[config.mk]
export PLATFORM = sky130hd
export DESIGN_NAME = sma_access_ctrl
export DESIGN_NICKNAME = d
export VERILOG_FILES = /design/src/sma_pkg.sv /design/src/sma_rights_mem.sv /design/src/sma_copy_priv.sv /design/src/sma_access_ctrl.sv
export SDC_FILE = /design/constraint.sdc
export NUM_CORES = 1
export LEC_CHECK = 0
export ABC_AREA = 1
export BUFFER_PORTS_ARGS = -buffer_cell sky130_fd_sc_hd__buf_2
export CAP_MARGIN = 25
export CORE_MARGIN = 2
export CORE_UTILIZATION = 60
export CTS_CLUSTER_SIZE = 14
export DETAILED_ROUTE_END_ITERATION = 8
export PLACE_DENSITY = 0.78
export RECOVER_POWER = 50
export SYNTH_ARGS = -nofsm -noshare
export SYNTH_HDL_FRONTEND = slang
export SYNTH_SLANG_ARGS = --single-unit
export TNS_END_PERCENT = 10
[constraint.sdc]
create_clock -name clk_sys -period 4.7 [get_ports clk_sys]
set_clock_uncertainty 0.15 [all_clocks]
set_input_delay 0.47 -clock clk_sys [delete_from_list [all_inputs] [get_ports clk_sys]]
set_output_delay 0.47 -clock clk_sys [all_outputs]
set_load 0.1 [all_outputs]
[src/sma_pkg.sv]
// shared constants and types for the register access checker
`default_nettype none
package sma_pkg;

  typedef enum logic [2:0] {
    MODE_BOOT,
    MODE_TEST,
    MODE_FIRMWARE,
    MODE_SYSTEM,
    MODE_USER
  } sma_mode_t;

  typedef enum logic [2:0] {
    GRP_TEST,
    GRP_SEGCFG,
    GRP_CPU_GEN,
    GRP_CPU_DUP,
    GRP_SYSMGT,
    GRP_FWCFG,
    GRP_FWOS,
    GRP_HW
  } sma_grp_t;

  localparam int NHW = 16;
  localparam int NSEG = 16;
  localparam int SEG_AW = 4;
  localparam int HW_AW = 4;
  localparam int AW = 8;

  localparam logic [AW-1:0] OFF_FW_LOW = 8'h00;
  localparam logic [AW-1:0] OFF_FW_HIGH = 8'h04;
  localparam logic [AW-1:0] OFF_IRQ_STAT = 8'h08;
  localparam logic [AW-1:0] OFF_IRQ_MASK = 8'h0c;
  localparam logic [AW-1:0] OFF_LAST_DENY = 8'h10;
  localparam logic [AW-1:0] OFF_DENY_CNT = 8'h14;
  localparam logic [AW-1:0] OFF_SEG_BASE = 8'h40;
  localparam logic [1:0] SEG_REGION = 2'h1;

  localparam int ST_DENY = 0;
  localparam int ST_COPY_DENY = 1;
  localparam int NST = 2;

  localparam logic [NHW-1:0] RST_FW_LOW = 16'h0000;
  localparam logic [NHW-1:0] RST_FW_HIGH = 16'h0000;
  localparam logic [NST-1:0] RST_IRQ_MASK = 2'h0;
  localparam logic [31:0] RST_SEG_ENTRY = 32'h0000_0000;

  localparam int SEG_RD_LSB = 0;
  localparam int SEG_WR_LSB = 16;

endpackage : sma_pkg
`default_nettype wire

[src/sma_rights_mem.sv]
// segment table rights memory, registered read port
`timescale 1ns/10ps
`default_nettype none
module sma_rights_mem
  import sma_pkg::*;
(
  input wire logic clk_sys,
  input wire logic rst_n,
  input wire logic wr_en,
  input wire logic [SEG_AW-1:0] wr_addr,
  input wire logic [31:0] wr_data,
  input wire logic [SEG_AW-1:0] rd_addr,
  output logic [31:0] rd_data_r
);

  logic [31:0] entry_r [NSEG];

  ////////////////////////////////////////////////////////////////////////////
  // one flop row per segment entry
  for (genvar i = 0; i < NSEG; i++)
  begin : g_entry
    always_ff @(posedge clk_sys or negedge rst_n)
    begin
      if (!rst_n)
        entry_r[i] <= RST_SEG_ENTRY;
      else if (wr_en && (wr_addr == SEG_AW'(i)))
        entry_r[i] <= wr_data;
    end
  end

  always_ff @(posedge clk_sys or negedge rst_n)
  begin
    if (!rst_n)
      rd_data_r <= RST_SEG_ENTRY;
    else
      rd_data_r <= entry_r[rd_addr];
  end

endmodule // sma_rights_mem
`default_nettype wire

[src/sma_copy_priv.sv]
// copy engine privilege holder
`timescale 1ns/10ps
`default_nettype none
module sma_copy_priv
  import sma_pkg::*;
(
  input wire logic clk_sys,
  input wire logic rst_n,
  input wire logic copy_start,
  input wire logic copy_done,
  input wire sma_mode_t cpu_mode,
  output logic copy_busy_r,
  output sma_mode_t copy_mode_r
);

  ////////////////////////////////////////////////////////////////////////////
  // mode latched at start, held until done
  always_ff @(posedge clk_sys or negedge rst_n)
  begin
    if (!rst_n)
    begin
      copy_busy_r <= 1'b0;
      copy_mode_r <= MODE_BOOT;
    end
    else if (copy_busy_r && copy_done)
      copy_busy_r <= 1'b0;
    else if (!copy_busy_r && copy_start)
    begin
      copy_busy_r <= 1'b1;
      copy_mode_r <= cpu_mode;
    end
  end
endmodule // sma_copy_priv
`default_nettype wire

[src/sma_access_ctrl.sv]
// special register access checker with apb configuration port
//
// Implementation choices: the placing of the registers and the APB interface to the registers.
`timescale 1ns/10ps
`default_nettype none
module sma_access_ctrl
  import sma_pkg::*;
(
  input wire logic clk_sys,
  input wire logic rst_n,
  input wire logic psel,
  input wire logic penable,
  input wire logic pwrite,
  input wire logic [AW-1:0] paddr,
  input wire logic [31:0] pwdata,
  output logic [31:0] prdata,
  output logic pready,
  output logic pslverr,
  input wire sma_mode_t cpu_mode,
  input wire logic sfr_req,
  input wire logic sfr_we,
  input wire sma_grp_t sfr_group,
  input wire logic [HW_AW-1:0] sfr_hw_idx,
  input wire logic [SEG_AW-1:0] sfr_seg,
  input wire logic sfr_from_copy,
  input wire logic copy_start,
  input wire logic copy_done,
  output logic sfr_done,
  output logic sfr_grant,
  output logic sfr_exc,
  output logic sfr_fwd_wr,
  output logic sfr_fwd_rd,
  output logic copy_busy,
  output logic irq
);

  logic [31:0] prdata_r;
  logic pready_r;
  logic pslverr_r;
  logic [NHW-1:0] fw_low_r;
  logic [NHW-1:0] fw_high_r;
  logic [NST-1:0] irq_stat_r;
  logic [NST-1:0] irq_stat_nxt;
  logic [NST-1:0] irq_mask_r;
  logic [15:0] deny_cnt_r;
  logic [11:0] last_deny_r;
  logic irq_r;
  logic s1_v_r;
  logic s1_we_r;
  logic s1_copy_r;
  sma_grp_t s1_grp_r;
  sma_mode_t s1_mode_r;
  logic [HW_AW-1:0] s1_idx_r;
  logic done_r;
  logic grant_r;
  logic exc_r;
  logic fwd_wr_r;
  logic fwd_rd_r;
  logic [31:0] seg_rdata;
  sma_mode_t copy_mode;
  sma_mode_t eff_mode;
  logic copy_busy_w;
  logic acc;
  logic wr_go;
  logic seg_hit;
  logic reg_hit;
  logic [31:0] rd_mux;
  logic allow;
  logic fw_ok;
  logic seg_ok;
  logic [NHW-1:0] seg_rd_bits;
  logic [NHW-1:0] seg_wr_bits;

  ////////////////////////////////////////////////////////////////////////////
  // apb slave, one wait state
  assign acc = psel && penable && !pready_r;
  assign wr_go = psel && penable && pready_r && pwrite && reg_hit && !pslverr_r;
  assign seg_hit = (paddr[AW-1:AW-2] == SEG_REGION) && (paddr[1:0] == 2'h0);

  always_comb
  begin
    reg_hit = 1'b1;
    rd_mux = 32'h0000_0000;
    case (paddr)
      OFF_FW_LOW: rd_mux = {16'h0000, fw_low_r};
      OFF_FW_HIGH: rd_mux = {16'h0000, fw_high_r};
      OFF_IRQ_STAT: rd_mux = {30'h0, irq_stat_r};
      OFF_IRQ_MASK: rd_mux = {30'h0, irq_mask_r};
      OFF_LAST_DENY: rd_mux = {20'h0_0000, last_deny_r};
      OFF_DENY_CNT: rd_mux = {16'h0000, deny_cnt_r};
      default: reg_hit = seg_hit;
    endcase
  end

  always_ff @(posedge clk_sys or negedge rst_n)
  begin
    if (!rst_n)
    begin
      pready_r <= 1'b0;
      pslverr_r <= 1'b0;
      prdata_r <= 32'h0000_0000;
    end
    else
    begin
      pready_r <= acc;
      pslverr_r <= acc && !reg_hit;
      prdata_r <= (acc && !pwrite) ? rd_mux : 32'h0000_0000;
    end
  end

  ////////////////////////////////////////////////////////////////////////////
  // firewall and mask registers
  always_ff @(posedge clk_sys or negedge rst_n)
  begin
    if (!rst_n)
    begin
      fw_low_r <= RST_FW_LOW;
      fw_high_r <= RST_FW_HIGH;
      irq_mask_r <= RST_IRQ_MASK;
    end
    else if (wr_go)
    begin
      if (paddr == OFF_FW_LOW)
        fw_low_r <= pwdata[NHW-1:0];
      if (paddr == OFF_FW_HIGH)
        fw_high_r <= pwdata[NHW-1:0];
      if (paddr == OFF_IRQ_MASK)
        irq_mask_r <= pwdata[NST-1:0];
    end
  end

  ////////////////////////////////////////////////////////////////////////////
  // segment table and copy engine
  sma_rights_mem u_mem (
    .clk_sys(clk_sys),
    .rst_n(rst_n),
    .wr_en(wr_go && seg_hit),
    .wr_addr(paddr[SEG_AW+1:2]),
    .wr_data(pwdata),
    .rd_addr(sfr_seg),
    .rd_data_r(seg_rdata)
  );

  sma_copy_priv u_copy (
    .clk_sys(clk_sys),
    .rst_n(rst_n),
    .copy_start(copy_start),
    .copy_done(copy_done),
    .cpu_mode(cpu_mode),
    .copy_busy_r(copy_busy_w),
    .copy_mode_r(copy_mode)
  );

  assign eff_mode = (sfr_from_copy && copy_busy_w) ? copy_mode : cpu_mode;

  ////////////////////////////////////////////////////////////////////////////
  // request stage
  always_ff @(posedge clk_sys or negedge rst_n)
  begin
    if (!rst_n)
    begin
      s1_v_r <= 1'b0;
      s1_we_r <= 1'b0;
      s1_copy_r <= 1'b0;
      s1_grp_r <= GRP_TEST;
      s1_mode_r <= MODE_BOOT;
      s1_idx_r <= 4'h0;
    end
    else
    begin
      s1_v_r <= sfr_req;
      if (sfr_req)
      begin
        s1_we_r <= sfr_we;
        s1_copy_r <= sfr_from_copy && copy_busy_w;
        s1_grp_r <= sfr_group;
        s1_mode_r <= eff_mode;
        s1_idx_r <= sfr_hw_idx;
      end
    end
  end

  ////////////////////////////////////////////////////////////////////////////
  // decision
  assign seg_rd_bits = seg_rdata[SEG_RD_LSB +: NHW];
  assign seg_wr_bits = seg_rdata[SEG_WR_LSB +: NHW];
  assign fw_ok = s1_we_r ? fw_high_r[s1_idx_r] : fw_low_r[s1_idx_r];
  assign seg_ok = s1_we_r ? seg_wr_bits[s1_idx_r] : seg_rd_bits[s1_idx_r];

  always_comb
  begin
    allow = 1'b0;
    case (s1_mode_r)
      MODE_BOOT:
        allow = !(s1_grp_r inside {GRP_TEST, GRP_SEGCFG, GRP_CPU_DUP});
      MODE_TEST:
        allow = !(s1_grp_r inside {GRP_SEGCFG, GRP_CPU_DUP});
      MODE_FIRMWARE:
        case (s1_grp_r)
          GRP_FWCFG: allow = !s1_we_r;
          GRP_FWOS: allow = 1'b1;
          GRP_HW: allow = fw_ok;
          GRP_CPU_GEN: allow = 1'b1;
          default: allow = 1'b0;
        endcase
      MODE_SYSTEM:
        allow = s1_grp_r inside {GRP_SEGCFG, GRP_SYSMGT, GRP_FWCFG, GRP_HW,
                                 GRP_CPU_GEN, GRP_CPU_DUP};
      MODE_USER:
        case (s1_grp_r)
          GRP_HW: allow = seg_ok;
          GRP_CPU_GEN: allow = 1'b1;
          GRP_CPU_DUP: allow = 1'b1;
          default: allow = 1'b0;
        endcase
      default: allow = 1'b0;
    endcase
  end

  ////////////////////////////////////////////////////////////////////////////
  // answer stage
  always_ff @(posedge clk_sys or negedge rst_n)
  begin
    if (!rst_n)
    begin
      done_r <= 1'b0;
      grant_r <= 1'b0;
      exc_r <= 1'b0;
      fwd_wr_r <= 1'b0;
      fwd_rd_r <= 1'b0;
    end
    else
    begin
      done_r <= s1_v_r;
      grant_r <= s1_v_r && allow;
      exc_r <= s1_v_r && !allow;
      fwd_wr_r <= s1_v_r && allow && s1_we_r;
      fwd_rd_r <= s1_v_r && allow && !s1_we_r;
    end
  end

  ////////////////////////////////////////////////////////////////////////////
  // denial log and interrupt
  always_comb
  begin
    irq_stat_nxt = irq_stat_r;
    if (wr_go && (paddr == OFF_IRQ_STAT))
      irq_stat_nxt = irq_stat_nxt & ~pwdata[NST-1:0];
    if (s1_v_r && !allow)
      irq_stat_nxt[ST_DENY] = 1'b1;
    if (s1_v_r && !allow && s1_copy_r)
      irq_stat_nxt[ST_COPY_DENY] = 1'b1;
  end

  always_ff @(posedge clk_sys or negedge rst_n)
  begin
    if (!rst_n)
    begin
      irq_stat_r <= 2'h0;
      irq_r <= 1'b0;
      deny_cnt_r <= 16'h0000;
      last_deny_r <= 12'h000;
    end
    else
    begin
      irq_stat_r <= irq_stat_nxt;
      irq_r <= |(irq_stat_nxt & irq_mask_r);
      if (s1_v_r && !allow)
      begin
        deny_cnt_r <= deny_cnt_r + 16'h0001;
        last_deny_r <= {s1_copy_r, s1_mode_r, s1_grp_r, s1_we_r, s1_idx_r};
      end
    end
  end

  assign prdata = prdata_r;
  assign pready = pready_r;
  assign pslverr = pslverr_r;
  assign sfr_done = done_r;
  assign sfr_grant = grant_r;
  assign sfr_exc = exc_r;
  assign sfr_fwd_wr = fwd_wr_r;
  assign sfr_fwd_rd = fwd_rd_r;
  assign copy_busy = copy_busy_w;
  assign irq = irq_r;
endmodule // sma_access_ctrl
`default_nettype wire

==> impl_metrics.tcl, run 1 <==
set metrics [dict create \
    final.setup.worst_slack_ns 1.251 \
    syn_inst 3273 \
    hold_violations 0 \
    area_share_of_and_or_nand_nor_cells_after_synthesis_pct 13.08 \
    antenna_left 0 \
    synth_cell_types 36 \
    number_of_global_route_vias_before_repair 22990 \
    worst_path_clk_slew_ns 0.06 \
    critPathMostFrequentCell "nor2_1" \
    area_growth_pct 9.259 \
    layout.filler_cells 3834 \
    worst_r2r_endpoint "deny_cnt_r[1]" \
    run_status "finished, violations left" \
    worstPathBufferInverterCount 2 \
    worst-endpoint-required_ns 5.01 \
    core_area_um2 47850 \
    initial_antenna_violation_count 0 \
    failed_checks "max-capacitance violations, max-slew violations" \
    fraction_of_power_spent_switching_nets_pct 24.73 \
    place_area_um2 29610 \
    drt_first_pass_iters 6 \
    p_leak_nw 14.38 \
    cp_slowest_stage_delay_ns 0.82 \
    die_width_um 224.3 \
    floorplan.die_area_um2 50320 \
    drv.max_cap_violation_count 2 \
    routabilityCongestion 0.8973 \
    post_synth_instance_area_um2 29120 \
    critPathArrivalTime_ns 3.76 \
    muxShareOfSynthArea_pct 4.400 \
    grt_max_degree 122 \
    worstSetupEndpointType "register" \
    finalInstanceArea_um2 31820 \
    post_route_cells_drive_above_1_share_pct 7.014 \
    crit_slowest_cell "nand4_4" \
    complex_gate_fraction_of_the_synthesized_area_pct 19.43 \
    setup_total_negative_slack_ns 0 \
    cp_cell_sequence "buf_2 -> nor2_1 -> inv_1 -> nor2_1 -> nand2_1 -> nor2_1 -> nor3_1 -> nand2_2 -> nand2_1 -> nor2_4 -> nand4_4 -> o21ai_0" \
    timing.hold.worst_path_depth 3 \
    grt_first_pass_wirelength_mm 123.3 \
    global_route.overflow_total 0 \
    critPathKind "in2reg" \
    layout.nets 3285 \
    worst_hold_path.endpoint "pslverr" \
    clock_latency_late_sink_ns 0.60 \
    worst_setup_path_start_kind "input port" \
    rrSetupSlack_ns 1.54 \
    port_buffers 88 \
    ys.warnings.count 0 \
    p_switching_w 0.002944 \
    hold_path_start "penable" \
    finish.utilization_pct 66.50 \
    largest_family_of_logic_cells_by_synthesized_area "compound AO/OA/AOI/OAI gates" \
    place_ws_ns 1.052 \
    final_setup_vio_count 0 \
    synth_seq_area_share_pct 55.77 \
    synth.ff_latch_count 649 \
    r2r_start "s1_idx_r[0]" \
    postCtsSetupBuffers 0 \
    tightestPinTransition_ns 2.691 \
    final_period_minus_worst_setup_slack_ns 3.449 \
    groute.usage.overall_pct 30.95 \
    timing_max_transition_violations_final 180 \
    synth_area_per_cell_um2 8.898 \
    hpwl_mm 42.87 \
    start_util_pct 60.87 \
    level_count_of_the_clock_h_tree 3 \
    share_clk_of_total_power_pct 43.8 \
    drt_iter0_markers 2658 \
    fp-row-count 80 \
    multi_input_comb_area_um2 10940 \
    maxSlewHeadroom_pct -79.39 \
    worst_r2r_path_cells 17 \
    detail_route.vias_per_cell 6.083 \
    post_synth_adder_cell_area_pct 0.04296 \
    area.sequential_um2 16240 \
    postCtsResizedCells 0 \
    diode_insertion_count_for_antenna_repair 0 \
    cellInternalPower_w 0.008960 \
    cts_tree "done" \
    crit_fanout 64 \
    design.portCount 105 \
    share_seq_of_total_power_pct 48.3 \
    clock.fmax_mhz 290.0 \
    wirelength_mm 76.69 \
    cts_buffer_depth 3 \
    synth-xor-area-share_pct 0.3308 \
    worst_path_dominant_cell_family "simple AND/OR/NAND/NOR gates" \
    drc_errors 0 \
    die_height_um 224.3 \
    power_w 0.01190 \
    power.ir.vdd_worst_uv 359.8 \
    grt_setup_unrepaired "false" \
    ctsRootBufferMaster "clkbuf_16" \
    worst_hold_path_type "in2reg" \
    cts_hold_buffers 12 \
    total_number_of_vias 23600 \
    drt-wirelength-per-cell_um 19.77 \
    finalCritPeriodShare_pct 73.38 \
    comb_power_share_pct 7.8 \
    cts_buffers 66 \
    power_density_nw_per_um2 374.1 \
    clkSinkCount 649 \
]
## cell families (layout without fill, tap and decap cells)
group	after synthesis	after routing
AOI/OAI and AO/OA	1053	1053
xor gates and xnor gates	11	11
adders and majority gates	1	1
buffers and inverters	492	469
DFF	649	649
muxes	128	128
other	1	16
and+or+nand+nor	938	938
## cells in the final DEF, fill, tap and decap left out, types with 11 or more instances in the layout
master	n
conb_1	16
nand2_1	777
buf_2	64
mux2i_1	128
buf_4	22
dfrtp_1	649
nand3_1	82
clkbuf_8	17
clkinv_2	11
inv_1	219
o21ai_1	49
clkbuf_16	69
dlygate4sd3_1	12
a21oi_1	133
o21ai_0	716
o211ai_1	128
nor2_1	39
clkbuf_1	32
## layer usage
layer,GRT usage [%],wire length (um),up-vias
met4,13.78,3054,0
li1,-,-,10790
met5,0,0,-
met3,4.833,5744,218
met2,50.09,36620,1036
met1,41.79,31270,11560
## power by group through the flow
stage          logic [W]  registers [W]  clock network, W
2_1_floorplan   0.000543        0.00588                 0
3_3_place_gp    0.000892        0.00585                 0
3_5_place_dp    0.000915        0.00585                 0
4_1_cts         0.000928        0.00575           0.00527
5_1_grt          0.00103        0.00576           0.00549
6_report        0.000933        0.00575           0.00522
## worst register-to-register path: cells and delay by family (launching register included)
kind                   cells  cell delay (ns)
buffers and inverters      3             1.10
flip-flops                 1             0.39
AO/OA/AOI/OAI              1             0.10
AND/OR/NAND/NOR           13             1.30
## worst max path at each step
stage / start / to / cells after the start
4_1_cts: s1_idx_r[0] / deny_cnt_r[1] / 17
6_report: paddr[1] / u_mem.entry_r[493] / 12
2_1_floorplan: pready / u_mem.entry_r[103] / 10
3_5_place_dp: paddr[1] / u_mem.entry_r[493] / 12
5_1_grt: paddr[1] / u_mem.entry_r[493] / 12
3_3_place_gp: paddr[1] / u_mem.entry_r[452] / 12
## state kept, by name (all words and copies together) (netlist names), 2 cells and up
register,count
irq_mask_r,2
u_mem.entry_r,512
s1_idx_r,4
s1_mode_r,3
u_copy.copy_mode_r,3
irq_stat_r,2
fw_high_r,16
last_deny_r,12
deny_cnt_r,16
fw_low_r,16
s1_grp_r,3
prdata,16
u_mem.rd_data_r,32
## Yosys cell counts
master | n | area, um2
o21ai_0 | 716 | 3583
clkbuf_1 | 151 | 566.8
o221ai_1 | 1 | 8.760
a21oi_1 | 133 | 665.6
conb_1 | 1 | 3.750
ha_1 | 1 | 12.51
nor2_1 | 38 | 142.6
dfrtp_1 | 649 | 16240
xor2_1 | 7 | 61.31
inv_2 | 4 | 15.01
buf_4 | 16 | 120.1
nand2_2 | 5 | 31.28
buf_1 | 11 | 41.29
nor4_1 | 4 | 25.02
xnor2_1 | 4 | 35.03
o32ai_1 | 1 | 8.760
nor2_2 | 3 | 18.77
nand4_2 | 2 | 25.02
nand2_1 | 778 | 2920
o21ai_1 | 49 | 245.2
nor2_4 | 4 | 45.04
a22oi_1 | 7 | 52.55
nand3_1 | 83 | 415.4
mux2i_1 | 128 | 1281
nor2_8 | 2 | 40.04
nand2_4 | 8 | 90.09
o211ai_1 | 128 | 960.9
nor3_1 | 10 | 50.05
buf_2 | 87 | 435.4
a31oi_1 | 9 | 56.30
o31ai_1 | 1 | 7.510
inv_1 | 220 | 825.8
nand4_1 | 1 | 6.260
a221oi_1 | 8 | 70.07
clkinv_1 | 2 | 7.510
inv_4 | 1 | 6.260
## layout make-up
class	count	area share [%]
well taps	615	2.418
inverters	227	2.694
repair buffers	129	2.737
clock buffers	98	6.304
flip-flops and latches	649	51.04
multi-input cells	2147	34.39
clock inverters	15	0.4168
## metrics by stage
step,hold WS (ns),instances
6_report,0.02215,3880
5_1_grt,0.006425,3880
4_1_cts,0.002883,3880
3_5_place_dp,0.2781,3755
3_3_place_gp,0.2683,3754
2_1_floorplan,0.02441,3288
No activity file was read; power rests on OpenSTA's default activity.
==> run 2: changes to the inputs <==
- clock period: 4.7 -> 3.2 ns (I/O delays scaled with it)
==> impl_metrics.tcl, run 2 (same netlist as run 1, synthesis figures left out) <==
set metrics [dict create \
    run_status "finished, violations left" \
    layout.nets 3339 \
    finalInstanceArea_um2 32380 \
    critPathKind "reg2reg" \
    critPathArrivalTime_ns 3.24 \
    routabilityCongestion 0.8558 \
    detail_route.vias_per_cell 6.067 \
    start_util_pct 60.87 \
    ctsRootBufferMaster "clkbuf_16" \
    drt_iter0_markers 2730 \
    drv.max_cap_violation_count 2 \
    p_switching_w 0.004354 \
    maxSlewHeadroom_pct -59.58 \
    hold_violations 0 \
    number_of_global_route_vias_before_repair 23290 \
    top_register "u_mem.entry_r" \
    worstSetupEndpointType "register" \
    cts_tree "done" \
    fp-row-count 80 \
    post_route_cells_drive_above_1_share_pct 8.379 \
    cts_buffer_depth 3 \
    power.ir.vdd_worst_uv 412.2 \
    die_width_um 224.3 \
    multi_input_comb_area_um2 10940 \
    max_ffs_per_register 512 \
    final.setup.worst_slack_ns 0.2954 \
    tightestPinTransition_ns 2.394 \
    design.portCount 105 \
    cellInternalPower_w 0.01335 \
    cts_buffers 66 \
    final_setup_vio_count 0 \
    antenna_left 0 \
    place_ws_ns 0.2233 \
    hpwl_mm 44.78 \
    cp_cell_sequence "inv_2 -> nand3_1 -> nand2_1 -> nand2_1 -> nand3_1 -> nand3_1 -> nand3_1 -> nand2_1 -> nand2_1 -> nand3_1 -> nand2_1 -> nand2_1 -> buf_4 -> inv_2 -> nand2_1 -> nand2_1 -> nand2_1" \
    worst-endpoint-required_ns 3.54 \
    p_leak_nw 14.72 \
    finalCritPeriodShare_pct 90.77 \
    setup_total_negative_slack_ns 0 \
    worst_setup_path_start_kind "register" \
    clock_latency_late_sink_ns 0.61 \
    level_count_of_the_clock_h_tree 3 \
    area.sequential_um2 16240 \
    worst_path_dominant_cell_family "simple AND/OR/NAND/NOR gates" \
    crit_slowest_cell "inv_2" \
    layout_commonest_cell "nand2_1" \
    comb_power_share_pct 8.2 \
    failed_checks "max-capacitance violations, max-slew violations" \
    cp_slowest_stage_delay_ns 0.42 \
    share_seq_of_total_power_pct 47.7 \
    most-common-layout-cells "777 x nand2_1, 716 x o21ai_0, 649 x dfrtp_1" \
    timing_max_transition_violations_final 159 \
    place_area_um2 30060 \
    grt_first_pass_wirelength_mm 125.4 \
    grt_setup_unrepaired "false" \
    reg_top3 "u_mem.entry_r x512, u_mem.rd_data_r x32" \
    core_area_um2 47850 \
    worstPathBufferInverterCount 3 \
    drt_first_pass_iters 6 \
    power_density_nw_per_um2 546.6 \
    clock.fmax_mhz 344.3 \
    total_number_of_vias 23870 \
    critPathMostFrequentCell "nand2_1" \
    share_clk_of_total_power_pct 44.1 \
    die_height_um 224.3 \
    initial_antenna_violation_count 1 \
    drt-wirelength-per-cell_um 19.94 \
    final_period_minus_worst_setup_slack_ns 2.905 \
    grt_max_degree 129 \
    crit_fanout 19 \
    area_growth_pct 11.20 \
    wirelength_mm 78.43 \
    worst_hold_path_type "in2reg" \
    postCtsSetupBuffers 0 \
    clkSinkCount 649 \
    drc_errors 0 \
    layout.filler_cells 3712 \
    fraction_of_power_spent_switching_nets_pct 24.60 \
    floorplan.die_area_um2 50320 \
    worst_path_clk_slew_ns 0.06 \
    global_route.overflow_total 0 \
    groute.usage.overall_pct 31.48 \
    port_buffers 88 \
]
## run 2: cell types whose count changed in the layout (fill, tap and decap cells not counted), moves of 2 or more
cell | previous run | this run
bufinv_16 | 2 | 4
clkbuf_1 | 32 | 23
buf_4 | 22 | 35
buf_6 | 0 | 6
clkbuf_4 | 0 | 2
clkinv_2 | 11 | 5
clkinvlp_4 | 0 | 2
clkbuf_2 | 2 | 7
buf_12 | 9 | 15
dlygate4sd3_1 | 12 | 26
buf_2 | 64 | 83
## run 2: what timing repair did
| action | CTS | global route |
|---|---|---|
| setup endpoints to repair | 0 | 1 |
| hold endpoints to repair | 82 | 0 |
| gates resized for setup | 0 | 3 |
| hold buffers | 26 | 0 |
## run 2: per-stage QoR
step,util [%],cells,hold slack [ns],total power [W]
global route,67.68,3934,0.07188,0.01823
detailed placement,62.82,3795,0.2379,0.009979
global placement,62.82,3795,0.2221,0.009954
CTS,67.92,3933,0.01443,0.01775
finish,67.68,3934,0.04335,0.01770
floorplan,-,3288,-0.1256,0.009432
## run 2: final cells by class
type,instances,area share [%]
antenna,1,0.007727
multi-input combinational,2147,33.80
tap,615,2.376
timing repair buffer,183,4.293
inverter,227,2.654
clock inverter,13,0.5486
clock buffer,99,6.174
sequential,649,50.15
## run 2: worst paths after layout
path	start	end	slack (ns)	depth (start not counted)
worst max-delay path	s1_idx_r[1]	deny_cnt_r[10]	0.30	17
worst min-delay path	pwdata[28]	u_mem.entry_r[124]	0.04	3
worst max register to register	s1_idx_r[1]	deny_cnt_r[10]	0.30	17
worst min register to register	s1_v_r	sfr_done	0.30	0
max in group asynchronous	rst_n	u_mem.entry_r[446]	0.44	4
min in group asynchronous	rst_n	u_mem.entry_r[161]	0.80	2
## run 2: power by group through the flow
stage | Clock [W] | Combinational, W | Sequential, W
floorplan | 0 | 0.000798 | 0.00863
global route | 0.00819 | 0.00158 | 0.00846
detailed placement | 0 | 0.00139 | 0.00859
finish | 0.00781 | 0.00145 | 0.00845
global placement | 0 | 0.00137 | 0.00858
CTS | 0.00787 | 0.00144 | 0.00844
## run 2: worst register-to-register path: stages, from the launching register on
cell	delay, ns
dfrtp_1	0.39
inv_2	0.43
nand3_1	0.14
nand2_1	0.23
nand2_1	0.10
nand3_1	0.10
nand3_1	0.09
nand3_1	0.13
nand2_1	0.07
nand2_1	0.06
nand3_1	0.09
nand2_1	0.09
nand2_1	0.09
buf_4	0.22
inv_2	0.26
nand2_1	0.09
nand2_1	0.06
nand2_1	0.04
## run 2: layer usage
layer / GRT usage, % / part of all wire (%)
met5: 0 / 0
met4: 11.94 / 3.5
met3: 5.225 / 7.4
met2: 52.22 / 48
met1: 42.03 / 41
